## config.mk

```make
export PLATFORM = sky130hd
export DESIGN_NAME = rfr_cfg_status_regs
export DESIGN_NICKNAME = d
export VERILOG_FILES = /design/src/core/rfr_pkg.sv /design/src/core/rfr_cfg_status_regs.sv
export VERILOG_INCLUDE_DIRS = /design/src /design/src/core
export SDC_FILE = /design/constraint.sdc
export NUM_CORES = 1
export LEC_CHECK = 0
export CAP_MARGIN = 40
export CORE_ASPECT_RATIO = 1.4
export CORE_MARGIN = 8
export CORE_UTILIZATION = 27
export DETAILED_ROUTE_END_ITERATION = 6
export DONT_BUFFER_PORTS = 1
export GPL_TIMING_DRIVEN = 0
export PLACE_DENSITY = 0.45
export SLEW_MARGIN = 25
export SYNTH_ARGS = -nofsm -noshare
export SYNTH_HDL_FRONTEND = slang
export SYNTH_SLANG_ARGS = --single-unit
```

## constraint.sdc

```tcl
create_clock -name clock_i -period 2.51 [get_ports clock_i]
set_input_delay 0.251 -clock clock_i [delete_from_list [all_inputs] [get_ports clock_i]]
set_output_delay 0.251 -clock clock_i [all_outputs]
set_load 0.01 [all_outputs]
```

## src/core/rfr_params.svh

```systemverilog
// register offsets, fifo limits, reset values and timing counts of the reader front end
// assumes a 250 MHz core clock; included by rfr_cfg_status_regs
`ifndef RFR_PARAMS_SVH
`define RFR_PARAMS_SVH

`define RFR_ADDR_RX_WAIT     5'h08
`define RFR_ADDR_MOD_CTRL    5'h09
`define RFR_ADDR_FILT_GAIN   5'h0a
`define RFR_ADDR_REGULATOR   5'h0b
`define RFR_ADDR_CAUSE       5'h0c
`define RFR_ADDR_COL_MASK    5'h0d
`define RFR_ADDR_COL_LOW     5'h0e
`define RFR_ADDR_STRENGTH    5'h0f
`define RFR_ADDR_FIFO_STATE  5'h1c
`define RFR_ADDR_TX_UPPER    5'h1d
`define RFR_ADDR_TX_LOWER    5'h1e

`define RFR_RST_MOD_CTRL     8'h11
`define RFR_RST_FILT_GAIN    8'h40
`define RFR_RST_REGULATOR    8'h87
`define RFR_RST_MASK         6'h3e

`define RFR_CLK_PERIOD_NS    4
// wait step 9.44 us, kept in hundredths of a microsecond
`define RFR_RXW_STEP_US_X100 944
`define RFR_RXW_STEP_CYCLES  ((`RFR_RXW_STEP_US_X100 * 10) / `RFR_CLK_PERIOD_NS)
`define RFR_PRESET_VIC_US    293
`define RFR_PRESET_PROX_US   66
`define RFR_PRESET_PROP_US   180
`define RFR_STEPS(us)        (((us) * 100 + `RFR_RXW_STEP_US_X100 / 2) / `RFR_RXW_STEP_US_X100)

`define RFR_FIFO_LOW_LIMIT   4
`define RFR_FIFO_HIGH_LIMIT  8
`define RFR_FIFO_RX_MARK     9
`define RFR_FIFO_TX_MARK     3

`endif

```

## src/core/rfr_pkg.sv

```systemverilog
// types shared by the reader configuration and status registers
// assumes rfr_params.svh sits on the include path
package rfr_pkg;
    typedef enum logic [1:0] {
        RFR_PROTO_VICINITY,
        RFR_PROTO_PROXIMITY,
        RFR_PROTO_PROPRIETARY
    } rfr_proto_e;

    typedef logic [7:0] rfr_byte_t;
    typedef logic [4:0] rfr_addr_t;
endpackage

```

## src/core/rfr_cfg_status_regs.sv

```systemverilog
// configuration and status register set of the reader front end
// assumes a register port decoded upstream and one-cycle event pulses from the framer
`timescale 1ns/1ns
`include "rfr_params.svh"

module rfr_cfg_status_regs (
    // clock and resets
    input  wire logic             clock_i,
    input  wire logic             rst_i,
    input  wire logic             enable_i,
    // register port
    input  wire rfr_pkg::rfr_addr_t reg_addr_i,
    input  wire logic             reg_wr_i,
    input  wire rfr_pkg::rfr_byte_t reg_wdata_i,
    input  wire logic             reg_rd_i,
    input  wire logic             read_phase_end_i,
    output rfr_pkg::rfr_byte_t    reg_rdata_o,
    // protocol select
    input  wire logic             proto_wr_i,
    input  wire logic [4:0]       proto_mode_i,
    input  wire logic             direct_mode_i,
    // framer events
    input  wire logic             tx_start_i,
    input  wire logic             tx_end_i,
    input  wire logic             rx_sof_i,
    input  wire logic             rx_end_i,
    input  wire logic             crc_err_i,
    input  wire logic             parity_err_i,
    input  wire logic             framing_err_i,
    input  wire logic             collision_i,
    input  wire logic             noresp_i,
    input  wire logic [9:0]       bit_pos_i,
    // fifo and analog status
    input  wire logic [3:0]       fifo_level_i,
    input  wire logic             fifo_overflow_i,
    input  wire logic [2:0]       active_strength_i,
    input  wire logic [2:0]       aux_strength_i,
    input  wire logic             osc_stable_i,
    // modulation and clock
    input  wire logic             carrier_i,
    input  wire logic             ask_ook_pin_i,
    output logic                  system_clock_output_o,
    output logic                  mod_ook_o,
    output logic [2:0]            mod_depth_o,
    output logic                  analog_test_en_o,
    // receive path
    output logic                  rx_ignore_o,
    output logic [3:0]            filter_sel_o,
    output logic [1:0]            gain_cut_o,
    output logic [7:0]            regulator_ctrl_o,
    // transmit length
    output logic [11:0]           tx_byte_count_o,
    output logic [3:0]            last_byte_bits_o,
    // interrupt
    output logic                  irq_o
);
    import rfr_pkg::*;

    localparam int unsigned STEP_CYC = `RFR_RXW_STEP_CYCLES;
    localparam logic [7:0] PRE_VIC  = 8'(`RFR_STEPS(`RFR_PRESET_VIC_US));
    localparam logic [7:0] PRE_PROX = 8'(`RFR_STEPS(`RFR_PRESET_PROX_US));
    localparam logic [7:0] PRE_PROP = 8'(`RFR_STEPS(`RFR_PRESET_PROP_US));

    logic       sreset;
    logic [7:0] rx_wait;
    logic [7:0] mod_ctrl;
    logic [7:0] filt_gain;
    logic [7:0] regulator;
    logic [7:0] cause;
    logic [5:0] irq_mask;
    logic [9:0] col_pos;
    logic [6:0] strength;
    logic [7:0] tx_upper;
    logic [7:0] tx_lower;
    logic       irq_req;
    logic [4:0] proto_mode;
    rfr_proto_e next_kind;
    logic [7:0] next_preset;
    logic       col_capable;
    logic       wr_hit_mod;
    logic [5:0] err_events;
    logic       fifo_cond;
    logic       fifo_cond_q;
    logic [7:0] fifo_state;
    logic [7:0] rdata;
    logic [11:0] step_cnt;
    logic [7:0] steps_left;
    logic       carrier_q;
    logic [1:0] div_cnt;

    assign sreset = rst_i | ~enable_i; // enable pin low acts like power-on reset

    // protocol family from the 5-bit mode code
    always_comb begin
        case (proto_mode_i[4:2])
            3'b000, 3'b001: next_kind = RFR_PROTO_VICINITY;
            3'b010, 3'b011: next_kind = RFR_PROTO_PROXIMITY;
            default:        next_kind = RFR_PROTO_PROPRIETARY;
        endcase
    end

    always_comb begin
        case (next_kind)
            RFR_PROTO_VICINITY:  next_preset = PRE_VIC;
            RFR_PROTO_PROXIMITY: next_preset = PRE_PROX;
            default:             next_preset = PRE_PROP;
        endcase
    end

    always_ff @(posedge clock_i) begin
        if (sreset) begin
            proto_mode <= 5'h02;
        end else if (proto_wr_i) begin
            proto_mode <= proto_mode_i;
        end
    end

    // only single-subcarrier vicinity and proximity type a detect collisions
    assign col_capable = (proto_mode[4:2] == 3'b000) || (proto_mode[4:2] == 3'b010);

    // receive wait register and preset
    always_ff @(posedge clock_i) begin
        if (sreset) begin
            rx_wait <= PRE_VIC;
        end else if (proto_wr_i) begin
            rx_wait <= next_preset;
        end else if (reg_wr_i && reg_addr_i == `RFR_ADDR_RX_WAIT) begin
            rx_wait <= reg_wdata_i;
        end
    end

    // receive blanking timer, restarted by every transmit end
    always_ff @(posedge clock_i) begin
        if (sreset) begin
            step_cnt   <= '0;
            steps_left <= '0;
        end else if (tx_end_i) begin
            step_cnt   <= '0;
            steps_left <= rx_wait;
        end else if (steps_left != 8'h00) begin
            if (step_cnt == 12'(STEP_CYC - 1)) begin
                step_cnt   <= '0;
                steps_left <= steps_left - 8'h01;
            end else begin
                step_cnt <= step_cnt + 12'h001;
            end
        end
    end

    always_ff @(posedge clock_i) begin
        if (sreset) begin
            rx_ignore_o <= 1'b0;
        end else if (tx_end_i) begin
            rx_ignore_o <= (rx_wait != 8'h00);
        end else if (steps_left == 8'h01 && step_cnt == 12'(STEP_CYC - 1)) begin
            rx_ignore_o <= 1'b0;
        end
    end

    // modulator and clock output control
    assign wr_hit_mod = reg_wr_i && reg_addr_i == `RFR_ADDR_MOD_CTRL;

    always_ff @(posedge clock_i) begin
        if (sreset) begin
            mod_ctrl <= `RFR_RST_MOD_CTRL;
        end else if (proto_wr_i) begin
            // clock select survives a protocol change
            mod_ctrl <= (`RFR_RST_MOD_CTRL & 8'hcf) | {2'b00, mod_ctrl[5:4], 4'h0};
        end else if (wr_hit_mod) begin
            mod_ctrl <= {1'b0, reg_wdata_i[6:0]};
        end
    end

    always_ff @(posedge clock_i) begin
        if (sreset) begin
            mod_ook_o        <= 1'b0;
            mod_depth_o      <= 3'h0;
            analog_test_en_o <= 1'b0;
        end else begin
            // pin override only meaningful in direct mode
            if (mod_ctrl[6] && direct_mode_i) begin
                mod_ook_o <= ask_ook_pin_i;
            end else begin
                mod_ook_o <= (mod_ctrl[2:0] == 3'b001);
            end
            mod_depth_o      <= mod_ctrl[2:0];
            analog_test_en_o <= mod_ctrl[3];
        end
    end

    // carrier divider: /2 and /4 of the 13.56 MHz carrier
    always_ff @(posedge clock_i) begin
        if (sreset) begin
            carrier_q <= 1'b0;
            div_cnt   <= 2'b00;
        end else begin
            carrier_q <= carrier_i;
            if (carrier_i && !carrier_q) begin
                div_cnt <= div_cnt + 2'b01;
            end
        end
    end

    always_ff @(posedge clock_i) begin
        if (sreset) begin
            system_clock_output_o <= 1'b0;
        end else begin
            case (mod_ctrl[5:4])
                2'b01:   system_clock_output_o <= div_cnt[1];
                2'b10:   system_clock_output_o <= div_cnt[0];
                2'b11:   system_clock_output_o <= carrier_q;
                default: system_clock_output_o <= 1'b0;
            endcase
        end
    end

    // receive filter, gain and regulator
    always_ff @(posedge clock_i) begin
        if (sreset || proto_wr_i) begin
            filt_gain <= `RFR_RST_FILT_GAIN;
        end else if (reg_wr_i && reg_addr_i == `RFR_ADDR_FILT_GAIN) begin
            filt_gain <= {reg_wdata_i[7:2], 2'b00};
        end
    end

    assign filter_sel_o = filt_gain[7:4];
    assign gain_cut_o   = filt_gain[3:2];

    always_ff @(posedge clock_i) begin
        if (sreset) begin
            regulator <= `RFR_RST_REGULATOR;
        end else if (reg_wr_i && reg_addr_i == `RFR_ADDR_REGULATOR) begin
            regulator <= {reg_wdata_i[7:5], 2'b00, reg_wdata_i[2:0]};
        end
    end

    assign regulator_ctrl_o = regulator;

    // interrupt causes; a new event beats the read-phase clear
    always_ff @(posedge clock_i) begin
        if (sreset) begin
            fifo_cond_q <= 1'b0;
        end else begin
            fifo_cond_q <= fifo_cond;
        end
    end

    assign fifo_cond = (fifo_level_i < 4'(`RFR_FIFO_LOW_LIMIT)) ||
                       (fifo_level_i > 4'(`RFR_FIFO_HIGH_LIMIT));
    assign err_events = {fifo_cond && !fifo_cond_q, crc_err_i, parity_err_i,
                         framing_err_i, collision_i, noresp_i};

    always_ff @(posedge clock_i) begin
        if (sreset || proto_wr_i) begin
            cause <= 8'h00;
        end else begin
            // recorded regardless of the mask
            cause <= (read_phase_end_i ? 8'h00 : cause) |
                     {tx_start_i, rx_sof_i, err_events};
        end
    end

    always_ff @(posedge clock_i) begin
        if (sreset || proto_wr_i) begin
            irq_req <= 1'b0;
        end else if (tx_end_i || rx_end_i || |(err_events & irq_mask)) begin
            irq_req <= 1'b1;
        end else if (read_phase_end_i) begin
            irq_req <= 1'b0;
        end
    end

    assign irq_o = irq_req;

    // mask and collision position
    always_ff @(posedge clock_i) begin
        if (sreset) begin
            irq_mask <= `RFR_RST_MASK;
        end else if (reg_wr_i && reg_addr_i == `RFR_ADDR_COL_MASK) begin
            irq_mask <= reg_wdata_i[5:0];
        end
    end

    always_ff @(posedge clock_i) begin
        if (sreset) begin
            col_pos <= 10'h000;
        end else if (col_capable && collision_i) begin
            col_pos <= bit_pos_i;
        end else if (!col_capable && (crc_err_i || parity_err_i || framing_err_i)) begin
            col_pos <= bit_pos_i;
        end else if (reg_rd_i && (reg_addr_i == `RFR_ADDR_COL_MASK ||
                                  reg_addr_i == `RFR_ADDR_COL_LOW)) begin
            col_pos <= 10'h000;
        end
    end

    // signal strength held through the reply
    always_ff @(posedge clock_i) begin
        if (sreset || tx_start_i) begin
            strength <= 7'h00;
        end else if (rx_sof_i) begin
            strength <= {1'b0, aux_strength_i, active_strength_i};
        end
    end

    // fifo state is live; an empty fifo reads zero count
    always_comb begin
        fifo_state[7]   = 1'b0;
        fifo_state[6]   = (fifo_level_i == 4'(`RFR_FIFO_RX_MARK));
        fifo_state[5]   = (fifo_level_i == 4'(`RFR_FIFO_TX_MARK));
        fifo_state[4]   = fifo_overflow_i;
        fifo_state[3:0] = (fifo_level_i == 4'h0) ? 4'h0 : fifo_level_i - 4'h1;
    end

    // transmit length; a host write in the end cycle is kept
    always_ff @(posedge clock_i) begin
        if (sreset) begin
            tx_upper <= 8'h00;
            tx_lower <= 8'h00;
        end else begin
            if (reg_wr_i && reg_addr_i == `RFR_ADDR_TX_UPPER) begin
                tx_upper <= reg_wdata_i;
            end else if (tx_end_i) begin
                tx_upper <= 8'h00;
            end
            if (reg_wr_i && reg_addr_i == `RFR_ADDR_TX_LOWER) begin
                tx_lower <= reg_wdata_i;
            end else if (tx_end_i) begin
                tx_lower <= 8'h00;
            end
        end
    end

    assign tx_byte_count_o  = {tx_upper, tx_lower[7:4]};
    assign last_byte_bits_o = tx_lower[0] ? {1'b0, tx_lower[3:1]} : 4'h8;

    // read data, one cycle after the strobe; unmapped reads zero
    always_comb begin
        case (reg_addr_i)
            `RFR_ADDR_RX_WAIT:    rdata = rx_wait;
            `RFR_ADDR_MOD_CTRL:   rdata = mod_ctrl;
            `RFR_ADDR_FILT_GAIN:  rdata = filt_gain;
            `RFR_ADDR_REGULATOR:  rdata = regulator;
            `RFR_ADDR_CAUSE:      rdata = cause;
            `RFR_ADDR_COL_MASK:   rdata = {col_pos[9:8], irq_mask};
            `RFR_ADDR_COL_LOW:    rdata = col_pos[7:0];
            `RFR_ADDR_STRENGTH:   rdata = {1'b0, osc_stable_i, strength[5:0]};
            `RFR_ADDR_FIFO_STATE: rdata = fifo_state;
            `RFR_ADDR_TX_UPPER:   rdata = tx_upper;
            `RFR_ADDR_TX_LOWER:   rdata = tx_lower;
            default:              rdata = 8'h00;
        endcase
    end

    always_ff @(posedge clock_i) begin
        if (sreset) begin
            reg_rdata_o <= 8'h00;
        end else if (reg_rd_i) begin
            reg_rdata_o <= rdata;
        end
    end

    a_wait_blank_start: assert property (@(posedge clock_i) disable iff (sreset)
        tx_end_i && rx_wait != 8'h00 |=> rx_ignore_o)
        else $error("receive blanking did not start");
    a_wait_blank_end: assert property (@(posedge clock_i) disable iff (sreset)
        rx_ignore_o && steps_left == 8'h01 && step_cnt == 12'(STEP_CYC - 1) && !tx_end_i
        |=> !rx_ignore_o)
        else $error("receive blanking overran");
    a_prox_preset: assert property (@(posedge clock_i) disable iff (sreset)
        proto_wr_i && proto_mode_i[4:2] == 3'b010 |=> rx_wait == 8'h07)
        else $error("proximity wait preset wrong");
    a_mod_proto_reset: assert property (@(posedge clock_i) disable iff (sreset)
        proto_wr_i |=> mod_ctrl[3:0] == 4'h1 && mod_ctrl[7:6] == 2'b00 &&
        mod_ctrl[5:4] == $past(mod_ctrl[5:4]))
        else $error("modulator reset on protocol write wrong");
    a_clk_out_off: assert property (@(posedge clock_i) disable iff (sreset)
        mod_ctrl[5:4] == 2'b00 |=> !system_clock_output_o)
        else $error("clock output active while disabled");
    a_ook_select: assert property (@(posedge clock_i) disable iff (sreset)
        !(mod_ctrl[6] && direct_mode_i) |=> mod_ook_o == ($past(mod_ctrl[2:0]) == 3'b001))
        else $error("keying choice wrong");
    a_irq_cause: assert property (@(posedge clock_i) disable iff (sreset)
        $rose(irq_o) |-> $past(tx_end_i || rx_end_i || |(err_events & irq_mask)))
        else $error("request raised without enabled cause");
    a_cause_clear: assert property (@(posedge clock_i) disable iff (sreset)
        read_phase_end_i && !tx_start_i && !rx_sof_i && err_events == 6'h00
        |=> cause == 8'h00)
        else $error("cause register not cleared after read");
    a_col_clear: assert property (@(posedge clock_i) disable iff (sreset)
        reg_rd_i && reg_addr_i == `RFR_ADDR_COL_LOW && !collision_i && !crc_err_i &&
        !parity_err_i && !framing_err_i |=> col_pos == 10'h000)
        else $error("collision position not cleared on read");
    a_strength_hold: assert property (@(posedge clock_i) disable iff (sreset)
        !rx_sof_i && !tx_start_i |=> $stable(strength))
        else $error("strength changed during reply");
    a_len_clear: assert property (@(posedge clock_i) disable iff (sreset)
        tx_end_i && !reg_wr_i |=> tx_byte_count_o == 12'h000)
        else $error("transmit length not cleared at end");
endmodule // rfr_cfg_status_regs

```

Word level (Yosys, flattened, before mapping)
Index checks and enable logic that the tools add are counted.

Add/sub/neg operators: 4. Equality and inequality tests: 24. Multiplexer cells: 24. Magnitude comparators: 2. Bitwise operators: 5. Reductions and logical operators: 47.

Operator list (count): $pmux 8 s11 (1); $mux 8 (9); $eq 5x4->1 const B (8); $mux 10 (3); $reduce_bool 8->1 (2); $eq 5x5->1 const B (3); $logic_and 1x1->1 (14); $reduce_bool 2->1 (7); $add 12x1->12 const B (1); $eq 12x12->1 const B (1); $mux 12 (1); $pmux 5 s2 (1); $eq 3x2->1 const B (3); $logic_or 1x1->1 (9); $eq 8x1->1 const B (1); $mux 4 (2); $or 8x8->8 (1); $reduce_or 2->1 (4); $sub 8x1->8 const B (1); $and 6x6->6 (1); $eq 3x1->1 const B (2); $logic_not 3->1 (2); $reduce_or 6->1 (1); $mux 1 (5); other kinds (17) (23).

Bits of input ports: 59. Flip-flop bits (word level): 118.

Depth between registers and ports, before layout
Gate-level depths: netlist (run 1).

Word-level depth: 7. Gate-level depth with buffers: 9. Gate-level depth less buffers: 7.

Worst setup path after synthesis (run 1)
OpenSTA, ideal clock, no wires.

Path kind: register to register. Start point: register steps_left[0]. End point: register step_cnt[4]. Data required time: 2.446 ns. Cell stages (with the launch flop): 9. Path slack: 0.729 ns. Clock period less this slack: 1.781 ns. Arrival time: 1.717 ns. Buffers on the path: 1. Setup time: 0.064 ns. Path through: dfxtp_1 inv_1 ha_1 nor3b_2 nand2_4 and2_4 or3_4 buf_6 nor2_1.

Longest elaborated chain between the ends: 1.

Ends and longest elaborated chain: start: declaration (RTL line rfr_cfg_status_regs.sv:87) `logic [7:0] steps_left;`; start signal: assignment (RTL line rfr_cfg_status_regs.sv:139) `steps_left <= rx_wait;`; start signal: assignment (RTL line rfr_cfg_status_regs.sv:143) `steps_left <= steps_left - 8'h01;`; $reduce_bool 8->1 (RTL line rfr_cfg_status_regs.sv:140) `end else if (steps_left != 8'h00) begin`; end signal: assignment (RTL line rfr_cfg_status_regs.sv:145) `step_cnt <= step_cnt + 12'h001;`; end: declaration (RTL line rfr_cfg_status_regs.sv:86) `logic [11:0] step_cnt;`.

No other way between the ends. A chain may end at the register's enable or synchronous reset.

Worst setup path after layout (run 1)
Start point: register steps_left[0]. End point: register step_cnt[9].

The elaborated chain is that of the path after synthesis.

==> results by group, run 1 <==
Clock tree
  • Htree depth: 4
  • # hold bufs at CTS: 29
  • Cts bufs inserted: 17
  • Post_cts resized: 0
  • Clock Sinks: ~120
  • Setup Buffers After CTS: 0
  • CTS max path bufs: 2
  • Clk root buf: clkbuf_16
  • CTS tree: yes
  • Clk slew on worst S/H paths: ~0.05 ns
  • Clock latency at the later pin of the worst-skew pair: approximately 0.42 ns

Synthesis
  • Seq cells post-synth: about 120
  • Fraction of registers with async set/reset: 0%
  • Compound-gate portion of the synthesized area: between 10 and 15%
  • Synth Area per Inst: ~9 sq um
  • Synthesized instance count: around 600
  • Synth Flop Type: dfxtp_1
  • Synth Area in XOR/XNOR: 3.092%
  • Simple-gate share of the synthesized area: 23.92%
  • Mux cell area share after synthesis: 10.70%
  • Number of synthesized flops with an enable pin: 0
  • Synthesized area: around 5400 sq um
  • Synth top area cells: dfxtp_1 43%, mux2i_1 8.2%, a21oi_1 4.7%
  • Main combinational cell family by area after synthesis: simple AND/OR/NAND/NOR gates
  • Yosys warns: 0
  • Yosys top cell area share: between 40 and 50%
  • Distinct cells, synth: 65
  • Dominant cell type by area after synthesis: dfxtp_1
  • Seq/Total Area, Yosys: a little over two fifths
  • Fraction of the mapped netlist area in adder cells: less than 1%

Timing
  • # setup viols final: 0
  • Max-slew violations: 0
  • Final Hold Fails: 0
  • Clock skew: just under 0.008 ns
  • Worst slew pin tran: approximately 0.86 ns
  • Setup slack after layout: about 0.48 ns
  • Maximum clock frequency: between 400 and 500 MHz
  • Final hold slack: 0.02079 ns
  • Relative max-transition margin: 42.83%
  • Fin crit period: about 2.0 ns
  • Crit share post-route: 80.90%
  • RSZ-0062 raised after global routing: false
  • TNS Setup: 0 ns

Routing
  • Routed wire per std cell: between 20 and 25 um
  • Antenna viol nets, final: 0
  • Drt first pass iters: 5
  • DR vias/cell: about 5.2
  • Vias post-DR: 4860
  • Initial DRC count: 276
  • Post-Route WL: between 20000 and 25000 um
  • Drt drc: 0

Global routing
  • Vias in the first global route: 4923
  • Initial antenna violation count: 4
  • Largest net degree at the start of global routing: 17
  • Remaining Overflow, GRT: 0
  • Total GRT Usage: ~17%
  • First-pass GRT wire length: around 31000 um

Pwr
  • Clock group share of total power: 55.0%
  • Combinational power share: under 10%
  • Pwr/cell area: ~740 nW/um^2
  • Cell-internal power: 3.797 mW
  • NetSw: 1.127 mW
  • Switching Share: approximately 23%
  • Leakage Power: about 2.5 nW
  • Maximum vdd ir drop: between 300 and 400 uV
  • Sequential share of power: between 30% and 40%

Placement
  • Post-DP HPWL: 16000 um
  • Placed Area: between 5000 and 6000 sq um
  • Pre-CTS setup slack: about 0.39 ns
  • Placer Congestion: around 0.86
  • Placed instance count: approximately 860
  • Count of input and output buffers: 0

Die
  • Core ar.: a little under 20000 sq um
  • Rows: 61
  • Die Wd: 135.3 um
  • Die height: about 180 um
  • # IOs: about 110
  • Die area: between 20000 and 25000 sq um
  • Initial core utilization: 27.33%

Worst setup path
  • CP max-delay cell: nor3b_2
  • Register-to-Register Path Depth: 8
  • Critical Path RT: 2.86 ns
  • Worst r2r src: steps_left[0]
  • Startpoint types: register
  • R2R Setup Slk: around 0.48 ns
  • CP arrival: roughly 2.4 ns
  • CP cell instances: inv_1 -> ha_1 -> nor3b_2 -> nand2_4 -> and2_4 -> or3_4 -> buf_6 -> nor2_1
  • Crit Path Max Fanout: 10
  • Reg2reg end: step_cnt[9]
  • Classification of the worst setup path: reg2reg
  • Crit end category: register
  • Slowest Stage Delay on Critical Path: ~0.39 ns

Cells and area
  • Layout cells sized above 1: 11.36%
  • Post-route cell area: between 6000 and 7000 sq um
  • Fin nets: a little over 700
  • Final Instance Count excl. Fillers: 926
  • Fill count: 2071
  • Area Overhead vs Synth: 23.95%

Run status
  • Status: finished, final reports clean

Min path
  • Worst Hold Launch: reg_wdata_i[6]
  • Hold Path End: rx_wait[6]
  • Hold Crit Class: in2reg
  • Hold Path Depth: 2

Run
  • Max Cap Viol: 0
-- worst max-delay path: cells and delay by family (launching register included) --
kind | cells | cell delay [ns]
buffers and inverters | 2 | 0.24
and+or+nand+nor | 5 | 1.17
adders and majority gates | 1 | 0.22
DFF | 1 | 0.33
-- synthesized netlist by cell type, types with 2 or more instances --
cell type and number:
ha_1 3, nand2b_1 5, xnor2_1 7, a221oi_1 6, a221o_1 2, a32o_1 3, buf_4 6, buf_2 10
nand3b_1 3, a311oi_1 2, and3_1 11, a32oi_1 3, a22o_1 12, nor3_1 18, a31oi_1 6, nand2_1 47
a22oi_1 3, or3_1 3, a211oi_1 2, inv_1 6, nor2_1 68, clkbuf_1 21, nand3_1 16, and2_1 11
o21ai_0 24, nand4b_1 2, mux2i_1 44, a21oi_1 51, nor3b_1 17, dfxtp_1 115, nor3b_2 2, nand4_1 7
buf_1 2, nor2b_1 15, nor3_2 2, xor2_1 12, o21ba_2 2, mux2_2 10
-- per-layer routing --
layer / wire length [um] / global-route usage (%) / vias up
li1: - / - / 2281
met1: 7716 / 17.02 / 2355
met2: 10980 / 30.13 / 175
met3: 1473 / 6.134 / 49
met4: 1158 / 11.68 / 0
met5: 0 / 0 / -
-- placed cells by master (no fill, tap or decap), types with 5 or more instances in the layout --
cell,count
mux2_2,10
nor3_1,18
bufinv_16,5
a221oi_1,6
xor2_1,12
xnor2_1,7
o21ai_0,24
nor2b_1,15
a21oi_1,51
clkbuf_16,17
nand4_1,7
diode_2,5
a31oi_1,6
buf_2,10
clkbuf_1,22
dlygate4sd3_1,29
buf_4,7
nand3_1,16
inv_1,6
a22o_1,12
nor3b_1,17
nor2_1,68
nand2b_1,5
mux2i_1,44
nand2_1,47
dfxtp_1,115
and3_1,11
and2_1,11
-- registers in the layout, summed over array words and instances (netlist names), 3 cells and up --
signal	cells
regulator_ctrl_o	6
irq_mask	6
filt_gain	6
mod_ctrl	7
step_cnt	12
cause	8
strength	6
tx_upper	8
col_pos	10
tx_lower	8
steps_left	8
mod_depth_o	3
reg_rdata_o	8
rx_wait	8
-- cell type report --
type                    count  area (sq um)  area share (%)
plain buffers              40         192.7           2.889
clock buffers              20         456.7           6.847
well taps                 252         315.3           4.727
clock inverters            12         202.7           3.039
flip-flops and latches    115          2302           34.52
repair buffers             30         297.8           4.464
multi-input cells         445          2864           42.94
inverters                   7         26.28          0.3939
diodes                      5         12.51          0.1876
-- cells by family after synthesis --
| logic type | Yosys count |
|---|---|
| compound gates | 124 |
| xor+xnor | 19 |
| fa+ha+maj | 3 |
| buf+inv | 47 |
| flops | 115 |
| mux | 55 |
| other cells | 1 |
| simple gates | 242 |
-- worst max-delay path by stage --
stage / from / end / slack [ns] / cells past startpoint
after floorplan: steps_left[0] / step_cnt[4] / 0.73 / 8
after global placement: reg_addr_i[1] / reg_rdata_o[4] / 0.38 / 6
after detailed placement: reg_addr_i[1] / reg_rdata_o[4] / 0.39 / 6
after CTS: steps_left[0] / step_cnt[10] / 0.44 / 8
after global routing: steps_left[0] / step_cnt[2] / 0.33 / 8
final: steps_left[0] / step_cnt[9] / 0.48 / 8
-- power by group through the flow --
stage	combinational, mW	clock, mW	sequential [mW]
floorplan	0.192	0	1.91
CTS	0.330	2.75	1.88
global route	0.358	2.85	1.89
finish	0.331	2.71	1.88
global placement	0.269	0	1.92
detailed placement	0.271	0	1.92
-- stage by stage --
step	total power, mW	utilization, %
floorplan	2.104	-
global placement	2.191	28.95
detailed placement	2.194	28.95
CTS	4.963	33.77
global route	5.094	33.87
finish	4.924	33.87
Note: power is estimated with default switching activity, not from simulation.
==> inputs of run 2 (changes only) <==
==> constraint.sdc (replaced) <==
create_clock -name clock_i -period 1.9 [get_ports clock_i]
set_input_delay 0.19 -clock clock_i [delete_from_list [all_inputs] [get_ports clock_i]]
set_output_delay 0.19 -clock clock_i [all_outputs]
set_load 0.01 [all_outputs]
==> results by group, run 2 (synthesis gave the netlist of run 1 again) <==
Global routing
  • Largest net degree at the start of global routing: 17 (unchanged)
  • Busiest grt layer: met2 (unchanged)
  • Met1 GRT Util: 17.40% (was 17.02%)
  • GRT met2 Usage: 30.07% (was 30.13%)
  • Met3 Track Usage GR: 5.942% (was 6.134%)
  • First-pass GRT wire length: 31640 um (was 31420 um)
  • Vias in the first global route: 5023 (was 4923)
  • Remaining Overflow, GRT: 0 (unchanged)
  • Total GRT Usage: 17.41% (was 17.36%)
  • Initial antenna violation count: 5 (was 4)

Die
  • Die Wd: 135.3 um (unchanged)
  • Rows: 61 (unchanged)
  • Core ar.: 19690 sq um (unchanged)
  • Die area: 24770 sq um (unchanged)
  • Die height: 183.0 um (unchanged)
  • # IOs: 105 (unchanged)
  • Initial core utilization: 27.33% (unchanged)

Timing
  • Crit share post-route: 94.23% (was 80.90%)
  • Setup slack after layout: 0.1097 ns (was 0.4793 ns)
  • Final hold slack: 0.01785 ns (was 0.02079 ns)
  • Worst slew pin tran: 0.8585 ns (was 0.8575 ns)
  • Final Hold Fails: 0 (unchanged)
  • Maximum clock frequency: 558.6 MHz (was 492.4 MHz)
  • Relative max-transition margin: 42.77% (was 42.83%)
  • Max-slew violations: 0 (unchanged)
  • # setup viols final: 0 (unchanged)
  • Fin crit period: 1.790 ns (was 2.031 ns)
  • Clock skew: 0.009258 ns (was 0.007744 ns)
  • RSZ-0062 raised after global routing: false (unchanged)

Clock tree
  • Clock latency at the later pin of the worst-skew pair: 0.42 ns (about the same)
  • Clk slew on worst S/H paths: 0.05 ns (about the same)
  • Cts bufs inserted: 17 (unchanged)
  • Clk root buf: clkbuf_16 (unchanged)
  • Htree depth: 4 (unchanged)
  • CTS tree: yes (unchanged)
  • CTS max path bufs: 2 (unchanged)
  • Clock Sinks: 115 (unchanged)

Routing
  • Drt first pass iters: 5 (unchanged)
  • Routed wire per std cell: 22.64 um (was 23.03 um)
  • Drt drc: 0 (unchanged)
  • Vias post-DR: 4906 (was 4860)
  • Initial DRC count: 287 (was 276)
  • Antenna viol nets, final: 0 (unchanged)
  • Post-Route WL: 21370 um (was 21330 um)
  • DR vias/cell: 5.197 (was 5.248)

Cells and area
  • Final Util: 34.92% (was 33.87%)
  • Area Overhead vs Synth: 27.76% (was 23.95%)
  • Max reg flops: 12 (unchanged)
  • Largest Register: step_cnt (unchanged)
  • Commonest cells after routing, fill and taps aside: 115 x dfxtp_1, 68 x nor2_1, 49 x a21oi_1 (was 115 x dfxtp_1, 68 x nor2_1, 51 x a21oi_1)
  • Commonest non-fill, non-tap cell in the layout: dfxtp_1 (unchanged)
  • Top Registers: step_cnt x12, col_pos x10 (unchanged)
  • Layout cells sized above 1: 12.39% (was 11.36%)
  • Fin nets: 735 (was 718)

Worst setup path
  • R2R Setup Slk: 0.11 ns (was 0.48 ns)
  • CP arrival: 2.14 ns (was 2.38 ns)
  • Critical Path RT: 2.25 ns (was 2.86 ns)
  • Crit Path Max Fanout: 10 (unchanged)
  • Crit end category: register (unchanged)
  • Classification of the worst setup path: reg2reg (unchanged)
  • Register-to-Register Path Depth: 8 (unchanged)
  • Crit path from: steps_left[1] (was steps_left[0])
  • Startpoint types: register (unchanged)
  • Worst r2r src: steps_left[1] (was steps_left[0])
  • Reg2reg end: step_cnt[9] (unchanged)
  • Critical path endpoint: step_cnt[9] (unchanged)

Pwr
  • Clock group share of total power: 54.6% (was 55.0%)
  • NetSw: 1.507 mW (was 1.127 mW)
  • Cell-internal power: 5.047 mW (was 3.797 mW)
  • Pwr/cell area: 953.2 nW/um^2 (was 738.3 nW/um^2)
  • Sequential share of power: 38.0% (was 38.3%)
  • Maximum vdd ir drop: 499.5 uV (was 377.6 uV)
  • Combinational power share: 7.4% (was 6.7%)
  • Switching Share: 22.99% (was 22.89%)
  • Leakage Power: 2.561 nW (was 2.478 nW)

Placement
  • Pre-CTS setup slack: -0.1631 ns (was 0.3859 ns)
  • Placer Congestion: 0.8621 (unchanged)
  • Count of input and output buffers: 0 (unchanged)
  • Post-DP HPWL: 16000 um (unchanged)

Run
  • Max Cap Viol: 0 (unchanged)

Run status
  • Status: finished, final reports clean (unchanged)

Min path
  • Hold Crit Class: in2reg (unchanged)
==> run 2: worst min path at each step <==
stage,cells after the start,startpoint,end
2_1_floorplan,1,tx_start_i,strength[0]
3_3_place_gp,1,tx_start_i,strength[5]
3_5_place_dp,1,tx_start_i,strength[5]
4_1_cts,3,tx_end_i,steps_left[4]
5_1_grt,3,reg_wdata_i[2],rx_wait[2]
6_report,3,tx_end_i,steps_left[4]
==> run 2: critical path: stages (launching register included) <==
cell,delay (ns)
dfxtp_1,0.32
inv_1,0.11
ha_4,0.16
nor3b_4,0.25
nand2_4,0.13
and2_4,0.17
or3_4,0.34
buf_6,0.15
nor2_1,0.10
==> run 2: repair_timing <==
action,4_1_cts,5_1_grt
gates resized for setup,2,5
hold endpoints to repair,80,0
buffers inserted,4,1
pin swaps,1,1
endpoints found under the setup margin,14,14
hold buffers,41,0
==> run 2: layout make-up <==
class                      instances  area (sq um)
clock buffer                      20         456.7
tap                              252         315.3
buffer                            40         192.7
multi-input combinational        445          2897
sequential                       115          2302
fill                            2061         12820
inverter                           7         26.28
antenna                            6         15.01
timing repair buffer              47         467.9
clock inverter                    12         202.7
==> run 2: metal layers <==
metal,part of all wire (%),vias up,routed length (um)
li1,-,2305,-
met1,37,2370,7845
met2,51,179,10900
met3,6.6,52,1411
met4,5.7,0,1214
met5,0,-,0
==> run 2: per-stage QoR <==
stage	power [mW]	instances	instance area, sq um	TNS [ns]
3_5_place_dp	2.898	859	5700	-3.293
3_3_place_gp	2.894	859	5700	-3.261
4_1_cts	6.596	936	6813	0
5_1_grt	6.779	944	6875	0
6_report	6.554	944	6875	0
2_1_floorplan	2.780	607	5385	0
==> run 2: power groups by stage <==
stage | clock network (mW) | registers, mW | logic (mW)
floorplan | 0 | 2.53 | 0.254
global placement | 0 | 2.54 | 0.355
detailed placement | 0 | 2.54 | 0.358
CTS | 3.63 | 2.49 | 0.476
global route | 3.76 | 2.49 | 0.522
finish | 3.58 | 2.49 | 0.484
==> inputs of run 3 (changes only) <==
--- a/config.mk
+++ b/config.mk
@@ -8,12 +8,12 @@
 export LEC_CHECK = 0
 export CAP_MARGIN = 40
 export CORE_ASPECT_RATIO = 1.4
-export CORE_MARGIN = 8
 export CORE_UTILIZATION = 27
 export DETAILED_ROUTE_END_ITERATION = 6
 export DONT_BUFFER_PORTS = 1
 export GPL_TIMING_DRIVEN = 0
 export PLACE_DENSITY = 0.45
+export SKIP_CTS_REPAIR_TIMING = 1
 export SLEW_MARGIN = 25
 export SYNTH_ARGS = -nofsm -noshare
 export SYNTH_HDL_FRONTEND = slang
==> results by group, run 3 (synthesis gave the netlist of run 1 again) <==
Run status
  • Status: complete, but fails checks (was finished, final reports clean)
  • Violated checks: negative hold slack

Timing
  • Final Hold Fails: 4 (was 0)
  • Final hold slack: -0.02752 ns (was 0.01785 ns)
  • Relative max-transition margin: 45.92% (was 42.77%)
  • # setup viols final: 0 (unchanged)
  • Fin crit period: 1.782 ns (was 1.790 ns)
  • Worst slew pin tran: 0.8113 ns (was 0.8585 ns)
  • Crit share post-route: 93.81% (was 94.23%)
  • Maximum clock frequency: 561.1 MHz (was 558.6 MHz)
  • TNS Setup: 0 ns (unchanged)
  • Max-slew violations: 0 (unchanged)
  • Clock skew: 0.009480 ns (was 0.009258 ns)
  • RSZ-0062 raised after global routing: false (unchanged)

Placement
  • Placed instance count: 855 (was 859)
  • Post-DP HPWL: 15020 um (was 16000 um)
  • Placer Congestion: 0.9176 (was 0.8621)
  • Count of input and output buffers: 0 (unchanged)

Worst setup path
  • Crit end category: register (unchanged)
  • CP arrival: 2.10 ns (was 2.14 ns)
  • Worst r2r src: step_cnt[3] (was steps_left[1])
  • Reg2reg end: steps_left[7] (was step_cnt[9])
  • Startpoint types: register (unchanged)
  • CP cell instances: or3_1 -> nor3_4 -> buf_4 -> nand4b_1 -> xnor2_1 -> o21ba_2 (was inv_1 -> ha_4 -> nor3b_4 -> nand2_4 -> and2_4 -> or3_4 -> buf_6 -> nor2_1)
  • CP max-delay cell: or3_1 (was or3_4)
  • Critical Path RT: 2.22 ns (was 2.25 ns)
  • Buf+Inv Stages, Crit Path: 1 (was 2)
  • Slowest Stage Delay on Critical Path: 0.43 ns (was 0.34 ns)
  • Register-to-Register Path Depth: 6 (was 8)
  • Classification of the worst setup path: reg2reg (unchanged)
  • Crit Path Max Fanout: 5 (was 10)
  • Stages on worst setup path: 6 (was 8)
  • CP top delay family: simple AND/OR/NAND/NOR gates (unchanged)
  • R2R Setup Slk: 0.12 ns (was 0.11 ns)

Routing
  • Drt drc: 0 (unchanged)
  • Routed wire per std cell: 22.04 um (was 22.64 um)
  • DR vias/cell: 5.225 (was 5.197)
  • Drt first pass iters: 5 (unchanged)
  • Vias post-DR: 4870 (was 4906)
  • Initial DRC count: 276 (was 287)
  • Antenna viol nets, final: 0 (unchanged)
  • Post-Route WL: 20540 um (was 21370 um)

Die
  • Initial core utilization: 27.78% (was 27.33%)
  • Die Wd: 121.3 um (was 135.3 um)
  • Rows: 60 (was 61)
  • Core ar.: 19370 sq um (was 19690 sq um)
  • Die height: 169.0 um (was 183.0 um)
  • Die area: 20510 sq um (was 24770 sq um)
  • # IOs: 105 (unchanged)

Clock tree
  • Clock Sinks: 115 (unchanged)
  • Cts bufs inserted: 17 (unchanged)
  • Clock latency at the later pin of the worst-skew pair: 0.42 ns (about the same)
  • Clk root buf: clkbuf_16 (unchanged)
  • Htree depth: 4 (unchanged)
  • CTS tree: yes (unchanged)
  • CTS max path bufs: 2 (unchanged)
  • Clk slew on worst S/H paths: 0.06 ns (was 0.05 ns)

Min path
  • Worst Hold Launch: aux_strength_i[0] (was tx_end_i)
  • Hold Path End: strength[3] (was steps_left[4])
  • Hold Crit Class: in2reg (unchanged)
  • Hold Path Depth: 2 (was 3)

Cells and area
  • Commonest non-fill, non-tap cell in the layout: dfxtp_1 (unchanged)
  • Commonest cells after routing, fill and taps aside: 115 x dfxtp_1, 68 x nor2_1, 51 x a21oi_1 (was 115 x dfxtp_1, 68 x nor2_1, 49 x a21oi_1)
  • Top Registers: step_cnt x12, col_pos x10 (unchanged)
  • Fill count: 2076 (was 2061)
  • Fin nets: 731 (was 735)
  • Area Overhead vs Synth: 24.99% (was 27.76%)
  • Largest Register: step_cnt (unchanged)
  • Max reg flops: 12 (unchanged)
  • Layout cells sized above 1: 12.32% (was 12.39%)
  • Final Instance Count excl. Fillers: 932 (was 944)

Global routing
  • Initial antenna violation count: 3 (was 5)
  • Vias in the first global route: 4702 (was 5023)
  • First-pass GRT wire length: 29000 um (was 31640 um)
  • Largest net degree at the start of global routing: 17 (unchanged)
  • Total GRT Usage: 19.79% (was 17.41%)
  • Remaining Overflow, GRT: 0 (unchanged)

Pwr
  • Cell-internal power: 4.637 mW (was 5.047 mW)
  • Pwr/cell area: 915.1 nW/um^2 (was 953.2 nW/um^2)
  • Clock group share of total power: 51.9% (was 54.6%)
  • Maximum vdd ir drop: 629.2 uV (was 499.5 uV)
  • Overall power: 6.155 mW (was 6.554 mW)
  • Combinational power share: 7.7% (was 7.4%)
  • Sequential share of power: 40.4% (was 38.0%)
  • Leakage Power: 2.500 nW (was 2.561 nW)
  • NetSw: 1.518 mW (was 1.507 mW)
  • Switching Share: 24.67% (was 22.99%)

Run
  • Max Cap Viol: 0 (unchanged)
==> run 3: cell types whose count changed in the layout (fill, tap and decap cells not counted), sizes merged <==
cell,before,now
buf,25,26
bufinv,5,2
clkinvlp,1,4
diode,6,2
dlygate4sd3,41,36
==> run 3: area by class of cell <==
type	count	area, sq um	area share [%]
Tap cell	248	310.3	4.613
Timing Repair Buffer	43	412.9	6.138
Antenna cell	2	5.005	0.07440
Multi-Input combinational cell	445	2889	42.95
Inverter	7	26.28	0.3906
Clock inverter	12	131.4	1.953
Clock buffer	20	456.7	6.789
Sequential cell	115	2302	34.23
Buffer	40	192.7	2.865
==> run 3: stage by stage <==
| stage | instance area, sq um | worst slack [ns] | utilization, % |
|---|---|---|---|
| floorplan | 5385 | 0.1194 | - |
| global placement | 5695 | -0.1373 | 29.41 |
| detailed placement | 5695 | -0.1549 | 29.41 |
| CTS | 6284 | -0.1692 | 32.44 |
| global route | 6726 | 0.02845 | 34.73 |
| finish | 6726 | 0.1177 | 34.73 |
==> run 3: how the worst max path moves through the flow <==
stage	to	startpoint	slack, ns
3_3_place_gp	reg_rdata_o[3]	reg_addr_i[0]	-0.14
2_1_floorplan	step_cnt[4]	steps_left[0]	0.12
6_report	steps_left[7]	step_cnt[3]	0.12
5_1_grt	step_cnt[11]	steps_left[1]	0.03
4_1_cts	step_cnt[7]	steps_left[0]	-0.17
3_5_place_dp	reg_rdata_o[3]	reg_addr_i[0]	-0.15
==> run 3: per-layer routing <==
metal  track usage, %  routed length (um)
met1            20.74                7747
met2            33.92               10470
met3            6.267                1242
met4            12.45                1078
met5                0                   0
==> run 3: power by group through the flow <==
stage	combinational [mW]	sequential [mW]	clock, mW
after global routing	0.509	2.49	3.36
final	0.473	2.49	3.19
after CTS	0.357	2.49	3.24
after floorplan	0.254	2.53	0
after detailed placement	0.355	2.54	0
after global placement	0.351	2.54	0
